## config.mk

```make
export PLATFORM = sky130hd
export DESIGN_NAME = seepi_core
export DESIGN_NICKNAME = d
export VERILOG_FILES = /design/src/hw/seepi_pkg.sv /design/src/hw/seepi_core.sv /design/src/hw/seepi_fifo.sv
export SDC_FILE = /design/constraint.sdc
export NUM_CORES = 1
export LEC_CHECK = 0
export BUFFER_PORTS_ARGS = -buffer_cell sky130_fd_sc_hd__buf_2
export CAP_MARGIN = 10
export CORE_ASPECT_RATIO = 0.5
export CORE_UTILIZATION = 60
export DETAILED_ROUTE_END_ITERATION = 10
export GPL_TIMING_DRIVEN = 0
export PLACE_DENSITY = 0.84
export REMOVE_ABC_BUFFERS = 1
export SYNTH_ARGS = -nofsm -noshare
export SYNTH_HDL_FRONTEND = slang
export SYNTH_SLANG_ARGS = --single-unit
```

## constraint.sdc

```tcl
create_clock -name sys_clk -period 4.3 [get_ports sys_clk]
set_clock_uncertainty 0.05 [all_clocks]
set_input_delay 0.86 -clock sys_clk [delete_from_list [all_inputs] [get_ports sys_clk]]
set_output_delay 0.86 -clock sys_clk [all_outputs]
set_load 0.02 [all_outputs]
```

## src/hw/seepi_pkg.sv

```systemverilog
// package for the serial eeprom pin interface: opcodes, status layout, timing
package seepi_pkg;

    // clock and timing
    localparam int unsigned SYS_CLK_MHZ        = 100;
    localparam int unsigned PROGRAM_TIME_MS    = 5;
    localparam int unsigned PROGRAM_CYCLES     = PROGRAM_TIME_MS * 1000 * SYS_CLK_MHZ;
    localparam int unsigned POWER_UP_TIME_MS   = 1;
    localparam int unsigned POWER_UP_CYCLES    = POWER_UP_TIME_MS * 1000 * SYS_CLK_MHZ;

    // opcodes
    localparam logic [7:0] OP_LATCH_SET   = 8'h06;
    localparam logic [7:0] OP_LATCH_CLR   = 8'h04;
    localparam logic [7:0] OP_STATUS_READ = 8'h05;
    localparam logic [7:0] OP_STATUS_WR   = 8'h01;
    localparam logic [7:0] OP_ARRAY_READ  = 8'h03;
    localparam logic [7:0] OP_ARRAY_WR    = 8'h02;

    // status register bit positions
    localparam int unsigned ST_GUARD_PIN_EN = 7;
    localparam int unsigned ST_BLOCK_HI     = 3;
    localparam int unsigned ST_BLOCK_LO     = 2;
    localparam int unsigned ST_WRITE_LATCH  = 1;
    localparam int unsigned ST_WIP          = 0;
    localparam logic [7:0]  ST_RESET        = 8'h00;

    // frame widths
    localparam int unsigned BYTE_BITS = 8;
    localparam int unsigned ADDR_BITS = 16;
    localparam logic [2:0]  BIT_LAST  = 3'h7;
    localparam logic [4:0]  ADDR_BYTES = 5'h02;

    typedef enum logic [2:0] {
        SEEPI_OPCODE = 3'b000,
        SEEPI_ADDR   = 3'b001,
        SEEPI_WDATA  = 3'b010,
        SEEPI_RDATA  = 3'b011,
        SEEPI_SWR    = 3'b100,
        SEEPI_SRD    = 3'b101,
        SEEPI_IGNORE = 3'b110
    } seepi_state_e;

    // synchronised pin samples
    typedef struct packed {
        logic sck;
        logic sel_n;
        logic sin;
        logic pause_n;
        logic guard_n;
    } seepi_pins_s;

    // one word handed to the array side
    typedef struct packed {
        logic [15:0] addr;
        logic [7:0]  data;
    } seepi_wword_s;

endpackage : seepi_pkg

```

## src/hw/seepi_core.sv

```systemverilog
// serial front end of a small spi nonvolatile memory, sampled by sys_clk
`timescale 1ns/1ps
module seepi_core
    import seepi_pkg::*;
#(
    parameter int unsigned PROGRAM_CYC = PROGRAM_CYCLES,
    parameter int unsigned FIFO_DEPTH  = 16
) (
    // clock and reset
    input  wire logic         sys_clk,
    input  wire logic         rst,
    // serial pins
    input  wire logic         serial_clk,
    input  wire logic         device_select_n,
    input  wire logic         serial_in,
    output logic              serial_out,
    output logic              serial_out_oe,
    input  wire logic         pause_n,
    input  wire logic         write_guard_n,
    // array side: write words out, read bytes in
    output logic              wr_valid,
    input  wire logic         wr_ready,
    output seepi_wword_s      wr_word,
    output logic              rd_req,
    output logic [15:0]       rd_addr,
    input  wire logic [7:0]   rd_data,
    // program cycle and status
    output logic              program_start,
    output logic              program_busy,
    output logic              standby,
    output logic [7:0]        status
);
    seepi_pins_s  meta_q, sync_q, prev_q;
    seepi_state_e state_q, state_d;
    logic [2:0]   bit_q, bit_d;
    logic [7:0]   shin_q, shin_d, shout_q, shout_d;
    logic [15:0]  addr_q, addr_d;
    logic [4:0]   abytes_q, abytes_d;
    logic [7:0]   op_q, op_d;
    logic         latch_q, latch_d, gpen_q, gpen_d, bhi_q, bhi_d, blo_q, blo_d;
    logic         arm_q, arm_d, so_q, so_d, oe_q, oe_d;
    logic [31:0]  prog_q, prog_d;
    logic         busy_q, busy_d, start_q, start_d;
    logic         push_valid, push_ready;
    seepi_wword_s push_word;
    logic         rise, fall, sel_fall, sel_rise, active;
    logic [7:0]   byte_in, stat_now;

    // two-stage synchronisers; first stage read only by the second
    always_ff @(posedge sys_clk or posedge rst) begin
        if (rst) begin
            meta_q <= '{1'b0, 1'b1, 1'b0, 1'b1, 1'b1};
            sync_q <= '{1'b0, 1'b1, 1'b0, 1'b1, 1'b1};
            prev_q <= '{1'b0, 1'b1, 1'b0, 1'b1, 1'b1};
        end else begin
            meta_q <= '{serial_clk, device_select_n, serial_in, pause_n, write_guard_n};
            sync_q <= meta_q;
            prev_q <= sync_q;
        end
    end

    // sck edges ignored while paused; host keeps sck low around pause changes
    assign active   = !sync_q.sel_n && sync_q.pause_n;
    assign rise     = active && sync_q.sck && !prev_q.sck;
    assign fall     = active && !sync_q.sck && prev_q.sck;
    assign sel_fall = prev_q.sel_n && !sync_q.sel_n;
    assign sel_rise = !prev_q.sel_n && sync_q.sel_n;
    assign byte_in  = {shin_q[6:0], sync_q.sin};
    assign stat_now = {gpen_q, 3'h0, bhi_q, blo_q, latch_q, busy_q};

    function automatic logic guard_blocks(input logic gpen, input logic guard_n);
        return gpen && !guard_n;
    endfunction : guard_blocks

    always_comb begin
        state_d  = state_q;
        bit_d    = bit_q;
        shin_d   = shin_q;
        shout_d  = shout_q;
        addr_d   = addr_q;
        abytes_d = abytes_q;
        op_d     = op_q;
        latch_d  = latch_q;
        gpen_d   = gpen_q;
        bhi_d    = bhi_q;
        blo_d    = blo_q;
        arm_d    = arm_q;
        so_d     = so_q;
        push_valid = 1'b0;
        push_word  = '{addr_q, byte_in};
        rd_req     = 1'b0;
        if (sel_fall || sync_q.sel_n) begin
            // partial byte dropped, fresh opcode awaited
            state_d = SEEPI_OPCODE;
            bit_d   = '0;
            arm_d   = sel_fall ? 1'b0 : arm_q;
        end else if (rise) begin
            shin_d = byte_in;
            bit_d  = bit_q + 3'h1;
            if (bit_q == BIT_LAST) begin
                case (state_q)
                    SEEPI_OPCODE: begin
                        op_d     = byte_in;
                        abytes_d = '0;
                        state_d  = SEEPI_IGNORE;
                        if (byte_in == OP_STATUS_READ) begin
                            state_d = SEEPI_SRD;
                            shout_d = stat_now;
                        end else if (busy_q) begin
                            state_d = SEEPI_IGNORE;
                        end else if (byte_in == OP_LATCH_SET) begin
                            arm_d = 1'b1;
                        end else if (byte_in == OP_LATCH_CLR) begin
                            arm_d = 1'b1;
                        end else if (byte_in == OP_STATUS_WR) begin
                            state_d = SEEPI_SWR;
                        end else if (byte_in == OP_ARRAY_READ
                                  || byte_in == OP_ARRAY_WR) begin
                            state_d = SEEPI_ADDR;
                        end // others ignored
                    end
                    SEEPI_ADDR: begin
                        addr_d   = {addr_q[7:0], byte_in};
                        abytes_d = abytes_q + 5'h1;
                        if (abytes_q + 5'h1 == ADDR_BYTES) begin
                            if (op_q == OP_ARRAY_WR) begin
                                state_d = latch_q ? SEEPI_WDATA : SEEPI_IGNORE;
                            end else begin
                                state_d = SEEPI_RDATA;
                                addr_d  = {addr_q[7:0], byte_in};
                                rd_req  = 1'b1;
                            end
                        end
                    end
                    SEEPI_WDATA: begin
                        // a full buffer drops the byte rather than stall the host
                        push_valid = 1'b1;
                        addr_d     = addr_q + 16'h1;
                        arm_d      = push_ready ? 1'b1 : arm_q;
                    end
                    SEEPI_SWR: begin
                        if (latch_q && !guard_blocks(gpen_q, sync_q.guard_n)) begin
                            arm_d = 1'b1;
                            shin_d = byte_in;
                        end
                        state_d = SEEPI_IGNORE;
                    end
                    default: state_d = state_q;
                endcase
            end
        end else if (fall) begin
            // next bit shifted out on the falling edge
            so_d    = shout_q[7];
            shout_d = {shout_q[6:0], 1'b0};
            if (bit_q == '0 && state_q == SEEPI_SRD) begin
                so_d    = stat_now[7];
                shout_d = {stat_now[6:0], 1'b0};
            end else if (bit_q == '0 && state_q == SEEPI_RDATA) begin
                so_d    = rd_data[7];
                shout_d = {rd_data[6:0], 1'b0};
                addr_d  = addr_q + 16'h1;
                rd_req  = 1'b1;
            end
        end
        if (sel_rise && bit_q == '0 && arm_q) begin
            // commands act only when select closes on a byte boundary
            if (op_q == OP_LATCH_SET) begin
                latch_d = 1'b1;
            end else if (op_q == OP_LATCH_CLR) begin
                latch_d = 1'b0;
            end else if (op_q == OP_STATUS_WR
                      && !guard_blocks(gpen_q, sync_q.guard_n)) begin
                gpen_d  = shin_q[ST_GUARD_PIN_EN];
                bhi_d   = shin_q[ST_BLOCK_HI];
                blo_d   = shin_q[ST_BLOCK_LO];
                latch_d = 1'b0;
            end else if (op_q == OP_ARRAY_WR) begin
                latch_d = 1'b0;
            end
        end
    end

    // program timer: starts on the closing select, runs regardless of select
    always_comb begin
        start_d = sel_rise && bit_q == '0 && arm_q
               && (op_q == OP_STATUS_WR || op_q == OP_ARRAY_WR)
               && !(op_q == OP_STATUS_WR && guard_blocks(gpen_q, sync_q.guard_n));
        busy_d = busy_q;
        prog_d = prog_q;
        if (start_d) begin
            busy_d = 1'b1;
            prog_d = PROGRAM_CYC - 1;
        end else if (busy_q) begin
            if (prog_q == '0) begin
                busy_d = 1'b0;
            end else begin
                prog_d = prog_q - 32'h1;
            end
        end
        // output enable follows select and pause
        oe_d = !sync_q.sel_n && sync_q.pause_n;
    end

    always_ff @(posedge sys_clk or posedge rst) begin
        if (rst) begin
            state_q  <= SEEPI_OPCODE;
            bit_q    <= '0;
            shin_q   <= '0;
            shout_q  <= '0;
            addr_q   <= '0;
            abytes_q <= '0;
            op_q     <= '0;
            latch_q  <= ST_RESET[ST_WRITE_LATCH];
            gpen_q   <= ST_RESET[ST_GUARD_PIN_EN];
            bhi_q    <= ST_RESET[ST_BLOCK_HI];
            blo_q    <= ST_RESET[ST_BLOCK_LO];
            arm_q    <= 1'b0;
            so_q     <= 1'b0;
            oe_q     <= 1'b0;
            prog_q   <= '0;
            busy_q   <= 1'b0;
            start_q  <= 1'b0;
        end else begin
            state_q  <= state_d;
            bit_q    <= bit_d;
            shin_q   <= shin_d;
            shout_q  <= shout_d;
            addr_q   <= addr_d;
            abytes_q <= abytes_d;
            op_q     <= op_d;
            latch_q  <= latch_d;
            gpen_q   <= gpen_d;
            bhi_q    <= bhi_d;
            blo_q    <= blo_d;
            arm_q    <= arm_d;
            so_q     <= so_d;
            oe_q     <= oe_d;
            prog_q   <= prog_d;
            busy_q   <= busy_d;
            start_q  <= start_d;
        end
    end

    seepi_fifo #(
        .WIDTH ($bits(seepi_wword_s)),
        .DEPTH (FIFO_DEPTH)
    ) u_wfifo (
        .sys_clk   (sys_clk),
        .rst       (rst),
        .in_valid  (push_valid),
        .in_ready  (push_ready),
        .in_data   (push_word),
        .out_valid (wr_valid),
        .out_ready (wr_ready),
        .out_data  (wr_word)
    );

    assign serial_out    = so_q;
    assign serial_out_oe = oe_q;
    assign rd_addr       = addr_q;
    assign program_start = start_q;
    assign program_busy  = busy_q;
    assign standby       = sync_q.sel_n && !busy_q;
    assign status        = stat_now;

endmodule : seepi_core

```

## src/hw/seepi_fifo.sv

```systemverilog
// small flip-flop fifo with valid/ready on both sides
`timescale 1ns/1ps
module seepi_fifo
    import seepi_pkg::*;
#(
    parameter int unsigned WIDTH = 24,
    parameter int unsigned DEPTH = 16
) (
    // clock and reset
    input  wire logic              sys_clk,
    input  wire logic              rst,
    // fill side
    input  wire logic              in_valid,
    output logic                   in_ready,
    input  wire logic [WIDTH-1:0]  in_data,
    // drain side
    output logic                   out_valid,
    input  wire logic              out_ready,
    output logic [WIDTH-1:0]       out_data
);
    localparam int unsigned AW = $clog2(DEPTH);

    logic [WIDTH-1:0] mem_q [DEPTH];
    logic [AW-1:0]    wr_q, wr_d, rd_q, rd_d;
    logic [AW:0]      cnt_q, cnt_d;
    logic             push, pop;

    assign in_ready  = (cnt_q != (AW+1)'(DEPTH));
    assign out_valid = (cnt_q != '0);
    assign out_data  = mem_q[rd_q];
    assign push      = in_valid && in_ready;
    assign pop       = out_valid && out_ready;

    always_comb begin
        wr_d  = push ? wr_q + 1'b1 : wr_q;
        rd_d  = pop  ? rd_q + 1'b1 : rd_q;
        cnt_d = cnt_q + (AW+1)'(push) - (AW+1)'(pop);
    end

    always_ff @(posedge sys_clk or posedge rst) begin
        if (rst) begin
            wr_q  <= '0;
            rd_q  <= '0;
            cnt_q <= '0;
        end else begin
            wr_q  <= wr_d;
            rd_q  <= rd_d;
            cnt_q <= cnt_d;
        end
    end

    // storage has no reset; only written slots are ever read
    always_ff @(posedge sys_clk) begin
        if (push) begin
            mem_q[wr_q] <= in_data;
        end
    end

endmodule : seepi_fifo

```

# Word level (Yosys, flattened, before mapping)
# Memories as Yosys holds them, arrays and structs flattened.
# Cells that the tools add are included.
# word_totals
ff_bits	117
latch_bits	0
ramBits	384
romBits	0
inputBits	16
out_inout_bits	55
word_cells	198
mem_count	1
# classes
addsub	8
n_mul	0
div	0
magnitude_cmp	0
n_eq_ne	31
shifts	0
mux	67
bitwise	4
n_reduce_logical	55
# mem_list
name	depth	word_bits	read_ports	rd_clocked_by_memory_dff	wr	line	source
u_wfifo.mem_q	16	24	1	0	1	seepi_fifo.sv:23	logic [WIDTH-1:0] mem_q [DEPTH];
# op_table
operator	n
$mux W32	3
$mux W16	5
$mux W8	7
$mux W3	14
$eq A8 B3 Y1 const B	5
$mux W1	34
$logic_not A32 Y1	1
$pmux W16 S2	1
$sub A32 B1 Y32 const B	1
$eq A8 B2 Y1 const B	3
$logic_and A1 B1 Y1	20
$add A16 B1 Y16 const B	1
$eq A8 B1 Y1 const B	2
$reduce_and A4 Y1	4
$ne A3 B3 Y1 const B	5
$reduce_bool A2 Y1	6
$reduce_bool A4 Y1	3
$pmux W5 S2	1
$eq A3 B3 Y1 const B	3
$pmux W3 S3	1
$reduce_and A9 Y1	1
$add A4 B1 Y4 const B	2
$logic_not A1 Y1	8
$eq A3 B2 Y1 const B	2
other kinds (20)	32

# Longest topological paths before layout
# Gate-level depths: netlist (run 1).
# depth
ltp_word	12
mapped_depth	15
ltp_nobuf	14

# By module
# A second synthesis (run 1) with hierarchy kept.
# unflattened
hier_cells	1360
hier_area_um2	21150.3
# modules_own_cells
mod	n_inst	cells_each	area_per_inst_um2	seq_area_each_um2
seepi_fifo	1	780	15542.4	11856.4
seepi_core	1	580	5607.9	2611.3

# Worst setup path after synthesis (run 1)
# No wires, ideal clock.
# synth_path
path_kind	register to register
startpoint	register sync_q[1] (netlist bit)
endpoint	memory u_wfifo.mem_q[10][0] (enable)
setup_time_ns	0.405
arrival_ns	2.828
required_time_ns	3.845
setup_slack_ns	1.017
path_stages_with_launch	6
n_path_buf	0
period_less_slack_ns	3.283
cell_sequence	dfstp_2 -> nor4bb_1 -> nand2_1 -> nor4_2 -> nand3b_1 -> nor2_1
# synth_via
elab_chain_cells	8
# synth_rtl
item	line	source
start: declaration	seepi_core.sv:33	seepi_pins_s meta_q, sync_q, prev_q;
start signal: assignment	seepi_core.sv:53	sync_q <= '{1'b0, 1'b1, 1'b0, 1'b1, 1'b1};
start signal: assignment	seepi_core.sv:57	sync_q <= meta_q;
$logic_and A1 B1 Y1	seepi_core.sv:63	assign active = !sync_q.sel_n && sync_q.pause_n;
$logic_and A1 B1 Y1 (2 in series)	seepi_core.sv:64	assign rise = active && sync_q.sck && !prev_q.sck;
$mux W1	seepi_core.sv:97	end else if (rise) begin
$mux W1	seepi_core.sv:92	if (sel_fall || sync_q.sel_n) begin
$logic_and A1 B1 Y1	seepi_fifo.sv:31	assign push = in_valid && in_ready;
$mux W1	seepi_fifo.sv:54	if (push) begin
$mux W1 (implied by the code)	seepi_fifo.sv:55	mem_q[wr_q] <= in_data;
end: declaration	seepi_fifo.sv:23	
# No other way between the ends.

==> results of run 1 <==
[worst register-to-register path: stages, from the launching register on]
cell and delay, ps:
dfstp_2 560, nor4bb_2 520, buf_4 270, nand2_1 150
nor4_4 570, nor3b_1 530, and2_2 880
[final cells by class]
| type | count | area share |
|---|---|---|
| flip-flops and latches | 501 | 0.627 |
| well taps | 441 | 0.0239 |
| multi-input cells | 584 | 0.256 |
| clock buffers | 58 | 0.0518 |
| inverters | 31 | 0.00514 |
| clock inverters | 20 | 0.0105 |
| repair buffers | 79 | 0.0262 |
[path summary, 6_finish.rpt]
path,start,endpoint,cells past startpoint
worst max-delay path,u_wfifo.rd_q[0]$_DFFE_PP0P_,wr_word[15],4
worst min-delay path,meta_q[2]$_DFF_PP0_,byte_in[0]$_DFF_PP0_,0
worst max register to register,sync_q[1]$_DFF_PP1_,u_wfifo.mem_q[2][23]$_DFFE_PP_,6
worst min register to register,meta_q[2]$_DFF_PP0_,byte_in[0]$_DFF_PP0_,0
max in group asynchronous,rst,u_wfifo.rd_q[0]$_DFFE_PP0P_,3
min in group asynchronous,rst,prog_q[21]$_DFFE_PP0P_,2
[sequential cells by signal, indices dropped and copies added, names as in the netlist, 8 cells and up]
signal         count
op_q               8
u_wfifo.mem_q    384
shin_q             8
shout_q            8
prog_q            32
rd_addr           16
[layer usage]
metal	up-vias	GRT usage
met4	0	0.124
met2	917	0.499
met1	6139	0.387
li1	4830	-
met5	-	0
met3	187	0.0556
[per-stage QoR]
stage / utilization / TNS [ps] / cell area, um2 / instances / total power, W
2_1_floorplan: - / -39680 / 20400 / 1116 / 0.00677
3_3_place_gp: 0.636 / -599560 / 21300 / 1624 / 0.00711
3_5_place_dp: 0.646 / 0 / 21700 / 1636 / 0.00722
4_1_cts: 0.689 / 0 / 23100 / 1714 / 0.0112
5_1_grt: 0.689 / 0 / 23100 / 1714 / 0.0115
6_report: 0.689 / 0 / 23100 / 1714 / 0.0112
[cell families (layout without fill, tap and decap cells)]
group | count (synthesis) | in the layout
and+or+nand+nor | 236 | 236
other | 1 | 3
adders and majority gates | 20 | 20
xor gates and xnor gates | 18 | 18
muxes | 152 | 152
AOI/OAI and AO/OA | 155 | 155
DFF | 501 | 501
buffers and inverters | 96 | 188
[power breakdown]
group	total (W)	switching, W	internal, W
Sequential	0.00564	0.000382	0.00526
Combinational	0.00150	0.000693	0.000804
Clock	0.00406	0.00179	0.00227
Total	0.0112	0.00287	0.00833
[Yosys cell counts, drive strengths merged (19+ instances only)]
cell,n
dfrtp,110
nand2,39
mux4,120
inv,31
a21oi,43
nand3,23
mux2,20
edfxtp,384
o21ai,30
nor2,48
buf,25
clkbuf,40
ha,19
[timing repair]
item / CTS / global route
hold buffers: 0 / 0
setup endpoints to repair: 0 / 14
gates resized for setup: 0 / 1
==> results.json, run 1 <==
{
  "drcViolationCount": 0,
  "layout-drive-gt1-share": 0.260,
  "synth_top_family_by_area": "multiplexers",
  "vias": 12073,
  "num-fill-cells": 1939,
  "port_buffers": 67,
  "die_h_um": 133,
  "critPathCaptureType": "primary output",
  "numClockSinks": 501,
  "routedWlPerCell_um": 29.8,
  "peakVddDrop_mv": 0.396,
  "antenna_found_initial": 0,
  "setup_ws_ps": 333,
  "hold_ws_ps": 300,
  "syn_avg_cell_area_um2": 17.6,
  "path_max_fanout": 43,
  "setup_violations": 0,
  "synth-main-ff-cell": "edfxtp_1",
  "maxSlewViolCount": 0,
  "detail_route.first_pass.iterations": 8,
  "insertedDiodeCount": 0,
  "initial_core_util": 0.618,
  "grt_pass1_wl_um": 76200,
  "syn_area_mm2": 0.0207,
  "gp_congestion": 0.849,
  "post-dp-hpwl_um": 27200,
  "worstPathCellList": "buf_16, mux4_2, mux4_2, buf_2",
  "fmax_mhz": 252,
  "ctsHtreeMaxLevel": 2,
  "grt_max_degree": 68,
  "wirelength_um": 51100,
  "synth_top_cells_by_area": "edfxtp_1 (56%), dfrtp_1 (13%), mux4_2 (13%)",
  "yosysSeqAreaShare": 0.699,
  "hold_class": "flop to flop",
  "synthSimpleGateAreaFrac": 0.0643,
  "synthCells": 1179,
  "synth_compound_gate_area_share": 0.0502,
  "crit_required_ps": 3390,
  "layout_commonest_cell": "edfxtp_1",
  "crit_top_cell": "mux4_2",
  "grt_usage": 0.296,
  "synth_fa_ha_area_frac": 0.0124,
  "first_global_vias": 12368,
  "cts_tree": "yes",
  "critical-path-max-stage-delay_ps": 800,
  "yosys.area.top_type_share": 0.557,
  "wl_met3_um": 5030,
  "rsz0062_at_grt": "false",
  "die_w_um": 265,
  "final_cell_mix": "edfxtp_1 (384), mux4_2 (120), dfrtp_1 (106)",
  "nets": 1275,
  "wl_met2_um": 25500,
  "syn2layout_area_growth_pct": 11.6,
  "clk_pin_slew_ps": 60,
  "coreArea_mm2": 0.0335,
  "hold_violations": 0,
  "path_class": "flop to primary output",
  "critPathBufInv": 2,
  "insertion_delay_ps": 580,
  "fin_crit_ps": 3970,
  "status": "complete, no violations",
  "async_flop_share": 0.234,
  "ys_warn_count": 0,
  "die-area_mm2": 0.0353,
  "post_cts_buffers": 0,
  "yosys.area.top_type": "edfxtp_1",
  "r2r_slack_ps": 360,
  "multi_input_comb_area_mm2": 0.00591,
  "cp.arrival_ps": 3060,
  "pre_cts_ws_ps": 229,
  "via_per_inst": 7.04,
  "wl_met1_um": 18200,
  "slew_headroom": 0.336,
  "cp_top_family": "multiplexers",
  "muxShareOfSynthArea": 0.147,
  "synth_cell_types": 72,
  "p_per_area_mw_per_mm2": 485,
  "cts_buffers": 42,
  "num_rows": 47,
  "boundaryPins": 71,
  "drtIter0Drc": 1596,
  "worst_pin_slew_ps": 996,
  "gr-total-overflow": 0,
  "register_area_mm2": 0.0145,
  "leakagePower_nw": 7.53,
  "ys_seq_elements": 501,
  "finalCritPeriodShare": 0.923,
  "synth_edf_count": 384,
  "clockRootBuffer": "clkbuf_16",
  "top_layer": "met4",
  "cp-start-kind": "flop",
  "clk_path_buf_depth": 3,
  "synthXorXnorAreaFrac": 0.00761,
  "ant_nets": 0,
  "cap_violations": 0,
  "critPathSlowestCell": "dfrtp_4"
}
Note: power is estimated with default switching activity, not from simulation.
==> inputs of run 2 (changes only) <==
CORE_UTILIZATION = 52   (was 60)
PLACE_DENSITY = 0.78   (was 0.84)
clock period = 3.6 ns   (was 4.3 ns; I/O delays follow)
==> results.json, run 2 (synthesized netlist as in run 1, its figures left out) <==
{
  "place_area_mm2": 0.0218,
  "clockRootBuffer": "clkbuf_16",
  "hold_violations": 0,
  "vias": 11659,
  "initial_core_util": 0.530,
  "grt_usage": 0.240,
  "nets": 1283,
  "p_total_w": 0.0132,
  "leakagePower_nw": 7.54,
  "cts_buffers": 43,
  "cp-start-kind": "flop",
  "gr-total-overflow": 0,
  "final_cell_mix": "edfxtp_1 (384), mux4_2 (120), dfrtp_1 (106)",
  "critPathCaptureType": "flop",
  "regMostFlops": "u_wfifo.mem_q",
  "coreArea_mm2": 0.0391,
  "hold_class": "input port to async pin",
  "ant_nets": 0,
  "clk_path_buf_depth": 3,
  "rsz0062_at_grt": "true",
  "syn2layout_area_growth_pct": 12.3,
  "die-area_mm2": 0.0407,
  "via_per_inst": 6.45,
  "num_rows": 51,
  "detail_route.first_pass.iterations": 5,
  "antenna_found_initial": 0,
  "fin_crit_ps": 3780,
  "violations": "setup timing",
  "r2r_slack_ps": -180,
  "maxSlewViolCount": 0,
  "final_core_util": 0.596,
  "post-dp-hpwl_um": 25500,
  "slew_headroom": 0.310,
  "worst_pin_slew_ps": 1030,
  "layout_commonest_cell": "edfxtp_1",
  "crit_required_ps": 3730,
  "largest_register_ffs": 384,
  "path_max_fanout": 24,
  "fmax_mhz": 265,
  "drcViolationCount": 0,
  "grt_max_degree": 62,
  "path_class": "flop to flop",
  "numClockSinks": 501,
  "regToRegStartpoint": "sync_q[1]$_DFF_PP1_",
  "p_per_area_mw_per_mm2": 566,
  "ctsHtreeMaxLevel": 2,
  "clk_pin_slew_ps": 70,
  "fin_tns_setup_ps": -13560,
  "die_h_um": 143,
  "status": "finished, violations left",
  "gp_congestion": 0.814,
  "peakVddDrop_mv": 0.424,
  "cts_tree": "yes",
  "insertion_delay_ps": 560,
  "setup_ws_ps": -176,
  "cap_violations": 0,
  "grt_pass1_wl_um": 72100,
  "cp.arrival_ps": 3910,
  "die_w_um": 284,
  "num-fill-cells": 2727,
  "boundaryPins": 71,
  "setup_violations": 96,
  "wirelength_um": 48200,
  "fin_area_mm2": 0.0233,
  "first_global_vias": 11963,
  "finalCritPeriodShare": 1.05,
  "layout-drive-gt1-share": 0.259,
  "drtIter0Drc": 1211,
  "routedWlPerCell_um": 26.7,
  "startpoint": "sync_q[1]$_DFF_PP1_",
  "insertedDiodeCount": 0,
  "port_buffers": 67
}
==> run 2: through the flow <==
step	setup WS, ps	std cells	hold slack, ps
after floorplan	-2180	1116	281
final	-176	1807	170
after global routing	-285	1807	187
after global placement	-3790	1713	285
after detailed placement	-463	1725	285
after CTS	-55.0	1807	185
==> run 2: per-layer routing <==
layer,GRT usage,share of wire,vias to the layer above
met5,0,0,-
met4,0.0928,0.034,0
met3,0.0479,0.082,133
met2,0.415,0.51,644
met1,0.302,0.38,6030
li1,-,-,4852
==> run 2: final timing paths <==
kind	end	cells after the start
worst max register to register	u_wfifo.mem_q[3][15]$_DFFE_PP_	6
worst min-delay path	prog_q[21]$_DFFE_PP0P_	2
worst max-delay path	u_wfifo.mem_q[3][15]$_DFFE_PP_	6
min in group sys_clk	meta_q[3]$_DFF_PP1_	1
max in group asynchronous	u_wfifo.rd_q[1]$_DFFE_PP0P_	3
worst min register to register	byte_in[0]$_DFF_PP0_	0
==> run 2: worst max-delay path, stage by stage (launching register included) <==
cell      delay, ps
dfstp_2         570
nor4bb_4        390
buf_4           250
nand2_1         160
nor4_4          550
nor3b_1         500
and2_2          910
==> run 2: final cells by class <==
class	count	area (um2)	area share
flip-flops and latches	501	14500	0.622
multi-input cells	584	5930	0.255
clock buffers	56	1140	0.0492
repair buffers	86	741	0.0318
well taps	530	663	0.0285
clock inverters	19	189	0.00812
inverters	31	121	0.00522
==> run 2: repair_timing <==
| item | 4_1_cts | 5_1_grt |
|---|---|---|
| gates resized for setup | 2 | 2 |
| endpoints found under the setup margin | 410 | 108 |
| pin swaps | 4 | 1 |
| buffers inserted | 7 | 0 |
| hold buffers | 0 | 0 |
==> run 2: report_power, final <==
group          switching, W  total [W]  leakage [nW]  internal, W
Sequential         0.000322    0.00661          4.53      0.00629
Clock               0.00209    0.00456         0.645      0.00247
Combinational      0.000970    0.00201          2.37      0.00104
